--- config.mk ---
export PLATFORM = sky130hd
export DESIGN_NAME = ppss_sequencer
export DESIGN_NICKNAME = d
export VERILOG_FILES = /design/src/rtl/ppss_sequencer.v /design/src/rtl/ppss_sync.v
export VERILOG_INCLUDE_DIRS = /design/src /design/src/rtl
export SDC_FILE = /design/constraint.sdc
export NUM_CORES = 1
export LEC_CHECK = 0
export BUFFER_PORTS_ARGS = -buffer_cell sky130_fd_sc_hd__buf_2
export CORE_MARGIN = 2
export CORE_UTILIZATION = 50
export CTS_BUF_LIST = sky130_fd_sc_hd__clkbuf_8
export CTS_CLUSTER_DIAMETER = 40
export DETAILED_ROUTE_END_ITERATION = 6
export PLACE_DENSITY_LB_ADDON = 0.12
export SYNTH_ARGS = -nofsm -noshare
export SYNTH_HDL_FRONTEND = slang
export SYNTH_SLANG_ARGS = --single-unit
--- constraint.sdc ---
create_clock -name i_mclk -period 2.1 [get_ports i_mclk]
set_clock_uncertainty 0.05 [all_clocks]
set_input_delay 0.315 -clock i_mclk [delete_from_list [all_inputs] [get_ports i_mclk]]
set_output_delay 0.315 -clock i_mclk [all_outputs]
set_load 0.01 [all_outputs]
--- src/rtl/ppss_defs.vh ---
// constants for the phy power state sequencer
// Contract
// - supply low: outputs high-z, analog off
// - reset on power-up, pin, soft bit 15
// - resample straps when reset ends
// - no termination in reset, power-down, disable
// - enable pin low acts as power-down
// - managed master enters standby after reset
// - standby: coding/media off, registers kept
// - autonomous strap goes straight to normal
// - host command releases standby to normal
// - autonomous bit 6 honoured by device
// - sleep request sends sleep notice codes
// - sleep request starts 1 ms timer
// - silent on timer expiry or quiet line
// - frame during sleep request returns normal
// - silent transmits zero symbol pairs
// - sleep enable plus quiet 8 ms: sleep
// - energy in silent goes to standby
// - sleep enable clear: standby; resets set
// - sleep: only energy detect, bus refused
// - sleep discards register configuration
// - sleep codes use second scrambler stream; the code selects it only when sleep config bits 9:8 are 3, whatever the state
// - wake pin or energy leaves sleep
// - power mode bit 0 forces normal
// - power mode bit 1 starts sleep request
// - received sleep codes enter sleep request
// - silent entry only with wake pin low
`ifndef PPSS_DEFS_VH
`define PPSS_DEFS_VH
// ==================================================
// register indices; the byte address is four times the index
`define PPSS_IDX_RESET_CTRL   13'h001f
`define PPSS_IDX_AUTO_CTRL    13'h018b
`define PPSS_IDX_POWER_MODE   13'h018c
`define PPSS_IDX_SLEEP_CFG    13'h04e5
`define PPSS_IDX_STATUS       13'h0200
// register byte addresses, full 13-bit width so the highest one is not cut
`define PPSS_ADDR_RESET_CTRL  (`PPSS_IDX_RESET_CTRL << 2)
`define PPSS_ADDR_AUTO_CTRL   (`PPSS_IDX_AUTO_CTRL << 2)
`define PPSS_ADDR_POWER_MODE  (`PPSS_IDX_POWER_MODE << 2)
`define PPSS_ADDR_SLEEP_CFG   (`PPSS_IDX_SLEEP_CFG << 2)
`define PPSS_ADDR_STATUS      (`PPSS_IDX_STATUS << 2)
// ==================================================
// field positions
`define PPSS_BIT_SOFT_RESET   15
`define PPSS_BIT_AUTO_MODE    6
`define PPSS_BIT_SLEEP_EN     1
`define PPSS_BIT_TX_EN        0
`define PPSS_BIT_FORCE_NORMAL 0
`define PPSS_BIT_SLEEP_REQ    1
`define PPSS_SCR_LO           8
`define PPSS_SCR_HI           9
`define PPSS_SCR_STREAM2      2'h3
// ==================================================
// reset values
`define PPSS_AUTO_RESET       16'h0003
`define PPSS_SLEEP_CFG_RESET  16'h0000
// ==================================================
// timing
`define PPSS_CLK_HZ           100000000
`define PPSS_SLEEP_REQ_US     1000
`define PPSS_SILENT_US        8000
`define PPSS_STATE_W          3
`endif

--- src/rtl/ppss_sequencer.v ---
// operating state sequencer with apb register slave
//
// The placing of the registers and the APB register port were chosen for this implementation.
`timescale 1ns/100ps
`default_nettype none
`include "ppss_defs.vh"
module ppss_sequencer #(
  parameter integer SLEEP_REQ_CYC = (`PPSS_CLK_HZ / 1000000) * `PPSS_SLEEP_REQ_US,
  parameter integer SILENT_CYC    = (`PPSS_CLK_HZ / 1000000) * `PPSS_SILENT_US,
  parameter integer CNT_W         = 20
) (
  // clock and reset
  input  wire        i_mclk,
  input  wire        i_rst_n,
  // apb slave
  input  wire        i_psel,
  input  wire        i_penable,
  input  wire        i_pwrite,
  input  wire [12:0] i_paddr,
  input  wire [31:0] i_pwdata,
  output wire        o_pready,
  output reg  [31:0] o_prdata,
  output wire        o_pslverr,
  // device pins (asynchronous)
  input  wire        i_supply_ok,
  input  wire        i_enable_pin,
  input  wire        i_wake_pin,
  input  wire        i_strap_auto,
  input  wire        i_strap_master,
  // line and mac side events (asynchronous)
  input  wire        i_line_energy,
  input  wire        i_line_quiet,
  input  wire        i_rx_sleep_codes,
  input  wire        i_frame_seen,
  // controls to datapath
  output reg         o_io_oe_n,
  output reg         o_analog_en,
  output reg         o_term_en,
  output reg         o_coding_en,
  output reg         o_send_sleep_codes,
  output reg         o_send_zero,
  output reg         o_scr_stream2,
  output reg         o_energy_det_en,
  output reg         o_is_master,
  output reg  [2:0]  o_state
);
  // ==================================================
  // states
  localparam [2:0] ST_DOWN   = 3'h0;
  localparam [2:0] ST_STBY   = 3'h1;
  localparam [2:0] ST_NORMAL = 3'h2;
  localparam [2:0] ST_SREQ   = 3'h3;
  localparam [2:0] ST_SILENT = 3'h4;
  localparam [2:0] ST_SLEEP  = 3'h5;
  localparam [2:0] ST_RESET  = 3'h6;
  localparam [31:0]      SREQ_LAST_W = SLEEP_REQ_CYC - 1;
  localparam [31:0]      SIL_LAST_W  = SILENT_CYC - 1;
  localparam [CNT_W-1:0] SREQ_LAST   = SREQ_LAST_W[CNT_W-1:0];
  localparam [CNT_W-1:0] SIL_LAST    = SIL_LAST_W[CNT_W-1:0];
  // ==================================================
  // pin synchronisation
  wire [8:0] pins_s;
  ppss_sync #(
    .WIDTH (9)
  ) u_sync (
    .i_mclk  (i_mclk),
    .i_rst_n (i_rst_n),
    .i_async ({i_supply_ok, i_enable_pin, i_wake_pin, i_strap_auto, i_strap_master,
               i_line_energy, i_line_quiet, i_rx_sleep_codes, i_frame_seen}),
    .o_sync  (pins_s)
  );
  wire supply_s = pins_s[8];
  wire en_s     = pins_s[7];
  wire wake_s   = pins_s[6];
  wire strap_a  = pins_s[5];
  wire strap_m  = pins_s[4];
  wire energy_s = pins_s[3];
  wire quiet_s  = pins_s[2];
  wire rxlps_s  = pins_s[1];
  wire frame_s  = pins_s[0];
  // ==================================================
  // registers
  reg  [2:0]       state_reg;
  reg  [2:0]       state_next;
  reg  [CNT_W-1:0] cnt_reg;
  reg  [CNT_W-1:0] cnt_next;
  reg  [15:0]      auto_reg;
  reg  [15:0]      sleep_cfg_reg;
  reg              force_normal_reg;
  reg              sleep_req_reg;
  reg              strap_auto_reg;
  reg              strap_master_reg;
  reg              soft_rst_reg;
  wire             off_cond = !supply_s || !en_s;
  wire             bus_ok   = (state_reg != ST_SLEEP) && (state_reg != ST_DOWN)
                              && (state_reg != ST_RESET);
  wire             wr_acc   = i_psel && i_penable && i_pwrite && bus_ok;
  wire             auto_on  = auto_reg[`PPSS_BIT_AUTO_MODE];
  wire             cfg_clr  = (state_next == ST_SLEEP) || (state_next == ST_RESET)
                              || (state_next == ST_DOWN);
  function known_addr;
    input [12:0] a;
    begin
      known_addr = (a == `PPSS_ADDR_RESET_CTRL) || (a == `PPSS_ADDR_AUTO_CTRL)
                   || (a == `PPSS_ADDR_POWER_MODE) || (a == `PPSS_ADDR_SLEEP_CFG)
                   || (a == `PPSS_ADDR_STATUS);
    end
  endfunction
  // apb answers in the access phase; refused while asleep or in reset
  assign o_pready  = 1'b1;
  assign o_pslverr = i_psel && i_penable && (!bus_ok || !known_addr(i_paddr));
  // ==================================================
  // next state
  always @*
  begin
    state_next = state_reg;
    cnt_next   = cnt_reg + {{(CNT_W-1){1'b0}}, 1'b1};
    case (state_reg)
      ST_DOWN:
        state_next = ST_RESET;
      ST_RESET:
        // reset lasts one cycle: decide from the live strap, captured at this same edge
        if (strap_a || auto_on)
          state_next = ST_NORMAL;
        else
          state_next = ST_STBY;
      ST_STBY:
        if (auto_on || force_normal_reg || energy_s)
          state_next = ST_NORMAL;
      ST_NORMAL:
        if (sleep_req_reg || rxlps_s)
        begin
          state_next = ST_SREQ;
          cnt_next   = {CNT_W{1'b0}};
        end
      ST_SREQ:
        if (force_normal_reg || frame_s)
          state_next = ST_NORMAL;
        else if (((cnt_reg >= SREQ_LAST) || quiet_s) && !wake_s)
        begin
          state_next = ST_SILENT;
          cnt_next   = {CNT_W{1'b0}};
        end
      ST_SILENT:
        if (energy_s)
          state_next = ST_STBY;
        else if (cnt_reg >= SIL_LAST)
          state_next = auto_reg[`PPSS_BIT_SLEEP_EN] ? ST_SLEEP : ST_STBY;
      ST_SLEEP:
        if (wake_s || energy_s)
          state_next = ST_RESET;
      default:
        state_next = ST_RESET;
    endcase
    if (off_cond)
      state_next = ST_DOWN;
    else if (soft_rst_reg && state_reg != ST_DOWN)
      state_next = ST_RESET;
  end
  // ==================================================
  // state and counter
  always @(posedge i_mclk)
  begin
    if (!i_rst_n)
    begin
      state_reg <= ST_RESET;
      cnt_reg   <= {CNT_W{1'b0}};
    end
    else
    begin
      state_reg <= state_next;
      cnt_reg   <= cnt_next;
    end
  end
  // ==================================================
  // straps: captured by the clock while in reset
  always @(posedge i_mclk)
  begin
    if (!i_rst_n)
    begin
      strap_auto_reg   <= 1'b0;
      strap_master_reg <= 1'b0;
    end
    else if (state_reg == ST_RESET)
    begin
      strap_auto_reg   <= strap_a;
      strap_master_reg <= strap_m;
    end
  end
  // ==================================================
  // software registers
  always @(posedge i_mclk)
  begin
    if (!i_rst_n || cfg_clr)
    begin
      auto_reg         <= `PPSS_AUTO_RESET;
      sleep_cfg_reg    <= `PPSS_SLEEP_CFG_RESET;
      force_normal_reg <= 1'b0;
      sleep_req_reg    <= 1'b0;
      soft_rst_reg     <= 1'b0;
    end
    else
    begin
      // command bits self-clear once the state acts on them
      if (state_reg == ST_NORMAL || state_reg == ST_SREQ)
        force_normal_reg <= 1'b0;
      if (state_reg == ST_SREQ)
        sleep_req_reg <= 1'b0;
      if (wr_acc)
      begin
        case (i_paddr)
          `PPSS_ADDR_RESET_CTRL:
            soft_rst_reg <= i_pwdata[`PPSS_BIT_SOFT_RESET];
          `PPSS_ADDR_AUTO_CTRL:
            auto_reg <= i_pwdata[15:0];
          `PPSS_ADDR_POWER_MODE:
          begin
            if (i_pwdata[`PPSS_BIT_FORCE_NORMAL])
              force_normal_reg <= 1'b1;
            if (i_pwdata[`PPSS_BIT_SLEEP_REQ] && auto_reg[`PPSS_BIT_TX_EN])
              sleep_req_reg <= 1'b1;
          end
          `PPSS_ADDR_SLEEP_CFG:
            sleep_cfg_reg <= i_pwdata[15:0];
          default:
            ;
        endcase
      end
    end
  end
  // ==================================================
  // read data
  always @(posedge i_mclk)
  begin
    if (!i_rst_n)
      o_prdata <= 32'h00000000;
    else if (i_psel && !i_penable && !i_pwrite && bus_ok)
    begin
      o_prdata <= 32'h00000000;
      if (i_paddr == `PPSS_ADDR_SLEEP_CFG)
        o_prdata <= {16'h0000, sleep_cfg_reg};
      else if (i_paddr == `PPSS_ADDR_AUTO_CTRL)
        o_prdata <= {16'h0000, auto_reg};
      else if (i_paddr == `PPSS_ADDR_POWER_MODE)
        o_prdata <= {30'h00000000, sleep_req_reg, force_normal_reg};
      else if (i_paddr == `PPSS_ADDR_STATUS)
        o_prdata <= {24'h000000, strap_master_reg, strap_auto_reg, 3'h0, state_reg};
    end
  end
  // ==================================================
  // datapath controls, registered from the next state; scrambler stream from the sleep config, master from the strap
  always @(posedge i_mclk)
  begin
    if (!i_rst_n)
    begin
      o_io_oe_n          <= 1'b1;
      o_analog_en        <= 1'b0;
      o_term_en          <= 1'b0;
      o_coding_en        <= 1'b0;
      o_send_sleep_codes <= 1'b0;
      o_send_zero        <= 1'b0;
      o_scr_stream2      <= 1'b0;
      o_energy_det_en    <= 1'b0;
      o_is_master        <= 1'b0;
      o_state            <= ST_RESET;
    end
    else
    begin
      o_io_oe_n          <= (state_next == ST_DOWN);
      o_analog_en        <= (state_next != ST_DOWN) && (state_next != ST_SLEEP);
      o_term_en          <= (state_next != ST_DOWN) && (state_next != ST_RESET)
                            && (state_next != ST_SLEEP);
      o_coding_en        <= (state_next == ST_NORMAL) || (state_next == ST_SREQ)
                            || (state_next == ST_SILENT);
      o_send_sleep_codes <= (state_next == ST_SREQ);
      o_send_zero        <= (state_next == ST_SILENT);
      o_scr_stream2      <= (sleep_cfg_reg[`PPSS_SCR_HI:`PPSS_SCR_LO]
                             == `PPSS_SCR_STREAM2);
      o_energy_det_en    <= (state_next != ST_DOWN) && (state_next != ST_RESET);
      o_is_master        <= strap_master_reg;
      o_state            <= state_next;
    end
  end
endmodule // ppss_sequencer
`default_nettype wire

--- src/rtl/ppss_sync.v ---
// two-flop synchroniser bank for asynchronous pins
`timescale 1ns/100ps
`default_nettype none
module ppss_sync #(
  parameter WIDTH = 1
) (
  // clock and reset
  input  wire             i_mclk,
  input  wire             i_rst_n,
  // data
  input  wire [WIDTH-1:0] i_async,
  output reg  [WIDTH-1:0] o_sync
);
  reg [WIDTH-1:0] meta_reg;
  // first stage feeds only the second
  always @(posedge i_mclk)
  begin
    if (!i_rst_n)
    begin
      meta_reg <= {WIDTH{1'b0}};
      o_sync   <= {WIDTH{1'b0}};
    end
    else
    begin
      meta_reg <= i_async;
      o_sync   <= meta_reg;
    end
  end
endmodule // ppss_sync
`default_nettype wire

==> out/results.tsv <==
stage	metric	value	unit
run_status	status	finished with violations	
run_status	failing checks	negative setup slack	
yosys	number of synthesized flops with an enable pin	0	
timing	Min Hold Slack	0.08333	ns
timing	Final Cycle Share	101.7	%
place	hpwl dp	7.422	mm
worst_setup_path	CP cell instances	or4_4, o211ai_4, o31ai_4, o31ai_4, a21oi_4, buf_12, or3_1	
worst_setup_path	Required @ worst endpoint	2.32	ns
worst_setup_path	critical-path maximum fanout	6	
yosys	largest cells by area after synthesis	dfxtp_1 (45%), mux2i_1 (6.9%), nor3_2 (6.3%), o211a_1 (3.2%), nor2_1 (2.8%)	
worst_setup_path	FF-to-FF Start	cnt_reg[17]$_SDFF_PN0_	
routing	DRC	0	
run	max_cap viols	0	
worst_setup_path	Most common cell on crit path	o31ai_4	
place	pre-CTS setup slack	-0.1285	ns
worst_setup_path	CP Class	flop to flop	
cts	Max clock buf depth	2	
finish	fillers	775	
yosys	Post-Syn Instances	476	
yosys	Syn Std Cell Area	4621	sq um
cts	hold buffers post-CTS	0	
cts	CTS tree	yes	
routing	max layer used	met4	
power	pwr dens	608.8	nW/um^2
place	RD Place Congestion	0.8973	
routing	Initial DRC Count	152	
worst_setup_path	CP max stage delay	0.53	ns
cts	Num Clock Sinks	103	
power	Pwr Total	3.635	mW
grt	Total Routing Usage GR	21.87	%
finish	area of the multi-input gates	2525	sq um
routing	Routed WL per cell	15.24	um
routing	ANT nets after route	0	
grt	total congestion overflow	0	
timing	Fin. Hold Viols	0	
worst_setup_path	reg2reg path depth	7	
yosys	YS warnings	0	
worst_setup_path	CP max stage cell	or4_4	
timing	Peak Freq	468.3	MHz
floorplan	I/O pin count	105	
finish	Final nets	654	
yosys	register area share after synthesis	44.62	%
finish	fin cells	710	
finish	Reg area	2077	sq um
yosys	Synth area leader	dfxtp_1	
timing	fin. max-slew vios	0	
routing	WL met3	485	um
place	dpl cells	683	
floorplan	Rows	35	
grt	vias in the first global route	3735	
grt	initial antenna violation count	0	
hold_path	HP Start	i_rx_sleep_codes	
finish	Diodes inserted	0	
cts	clk slew on worst S/H paths	0.11	ns
yosys	post-synth cell types	60	
timing	Fin Setup TNS	-0.2277	ns
hold_path	Worst Hold Depth	2	
cts	Skew-Pair Late Insertion Delay	0.38	ns
yosys	Post-synth ARST share	0	%
timing	min cycle time layout	2.135	ns
timing	Setup-failing EPs final	12	
floorplan	Initial Util	50.73	%
place	IO buf count	71	
hold_path	Hold EP	u_sync.meta_reg[1]$_SDFF_PN0_	
routing	DR WL met2	4.871	mm
yosys	predominant post-synthesis flop cell	dfxtp_1	
hold_path	Hold Path Class	input pin to flop	
routing	routed metal-1 wire length	5.302	mm
power	Leak Pwr	2.736	nW
finish	Area growth syn-to-layout	29.22	%
finish	Largest register FFs	20	
cts	Num CTS Buffers	9	
finish	final instance area	5971	sq um
place	dpl cell area	5428	sq um
finish	share of layout cells above drive strength 1	38.06	%
routing	routed vias/inst	5.431	
yosys	post-synth top area share	44.62	%
floorplan	DIE HEIGHT	100.1	um
grt	first-pass GRT wire length	17.55	mm
worst_setup_path	Worst setup EP type	flop	
worst_setup_path	capturing point of the worst reg2reg path	auto_reg[1]$_SDFFE_PP1P_	
timing	min setup slack post-route	-0.03527	ns
floorplan	core area	9109	sq um
yosys	Mapped Avg Cell Area	9.707	sq um
routing	Total Wirelength	10.82	mm
cts	CTS root buf	clkbuf_8	
worst_setup_path	Critical Path Source Type	flop	
power	worst ir drop on vdd	0.0003659	V
routing	routed vias	3856	
timing	RSZ-0062 raised after global routing	true	
floorplan	full die area	10030	sq um
worst_setup_path	Reg2Reg Setup Slack	-0.04	ns
finish	post-layout util	65.55	%
cts	CTS H-tree lvls	3	
yosys	number of synthesized register bits	103	
worst_setup_path	WP data arrival	2.36	ns
grt	largest net degree at the start of global routing	33	
routing	DRT Pass-1 Iters	5	
floorplan	die width	100.1	um
==> metal layers <==
| metal | global-route usage (%) | up-vias |
|---|---|---|
| met5 | 0 | - |
| met4 | 7.903 | 0 |
| met3 | 3.273 | 15 |
| met2 | 34.38 | 114 |
| met1 | 30.65 | 1809 |
| li1 | - | 1918 |
==> area by class of cell <==
cell class / count / share of cell area, %
Timing Repair Buffer: 140 / 17.02
Sequential cell: 103 / 34.79
Clock buffer: 9 / 2.075
Inverter: 6 / 0.3772
Tap cell: 111 / 2.326
Multi-Input combinational cell: 334 / 42.29
Clock inverter: 7 / 1.132
==> cell families after synthesis <==
group	share of synthesized area, %
XOR/XNOR	3.412
multiplexers	7.419
adder cells (fa/ha/maj)	0.2707
other	0.1625
buffers and inverters	6.417
AND/OR/NAND/NOR	24.61
AO/OA/AOI/OAI	13.08
flip-flops	44.63
==> placed cells by master (no fill, tap or decap), drive strengths merged, types with 4 or more instances in the layout <==
master,netlist,final
nand2,34,34
and4,4,4
xnor2,4,4
o21ai,9,9
nand4,9,9
nand3,14,14
a222oi,5,5
xor2,14,14
and3,7,7
nor4,5,5
and2,19,19
nor3,42,42
clkbuf,20,9
buf,28,140
a21oi,9,9
a31oi,4,4
inv,6,8
o211ai,5,5
o211a,15,15
mux2i,32,32
a22oi,11,11
dfxtp,103,103
conb,2,17
nor2,35,35
==> cells in the mapped netlist (all sizes together), types with 3 or more instances <==
library cell	count
dfxtp	103
nor3	42
nor2	35
nand2	34
mux2i	32
buf	28
clkbuf	20
and2	19
o211a	15
nand3	14
xor2	14
a22oi	11
a21oi	9
nand4	9
o21ai	9
and3	7
inv	6
a222oi	5
nor4	5
o211ai	5
a31oi	4
and4	4
xnor2	4
a211oi	3
o31ai	3
or3	3
or4	3
==> critical path, delay by kind of cell, from the launching register on <==
family          cells  cell delay (ns)
flops               1             0.36
buf+inv             1             0.15
compound gates      4             0.63
simple gates        2             0.83
==> repair_timing <==
item	in CTS	in global routing
endpoints found under the setup margin	44	38
buffers inserted	9	0
pin swaps	26	8
hold endpoints to repair	0	0
gates cloned	2	0
gates resized for setup	23	23
==> power by group <==
part           internal (mW)  switching, mW
Combinational          0.207          0.206
Sequential              1.99         0.0249
Clock                  0.457          0.750
Total                   2.65          0.981
==> worst max-delay path by stage <==
stage | depth (start not counted) | to | start
2_1_floorplan | 8 | auto_reg[0]$_SDFFE_PP1P_ | o_state[1]$_SDFF_PN1_
3_3_place_gp | 8 | auto_reg[1]$_SDFFE_PP1P_ | cnt_reg[0]$_SDFF_PN0_
6_report | 7 | auto_reg[1]$_SDFFE_PP1P_ | cnt_reg[17]$_SDFF_PN0_
3_5_place_dp | 7 | auto_reg[1]$_SDFFE_PP1P_ | o_state[0]$_SDFF_PN0_
4_1_cts | 7 | auto_reg[1]$_SDFFE_PP1P_ | cnt_reg[15]$_SDFF_PN0_
5_1_grt | 8 | sleep_cfg_reg[5]$_SDFFE_PP0P_ | cnt_reg[11]$_SDFF_PN0_
Power figures use the tool's default switching activity.
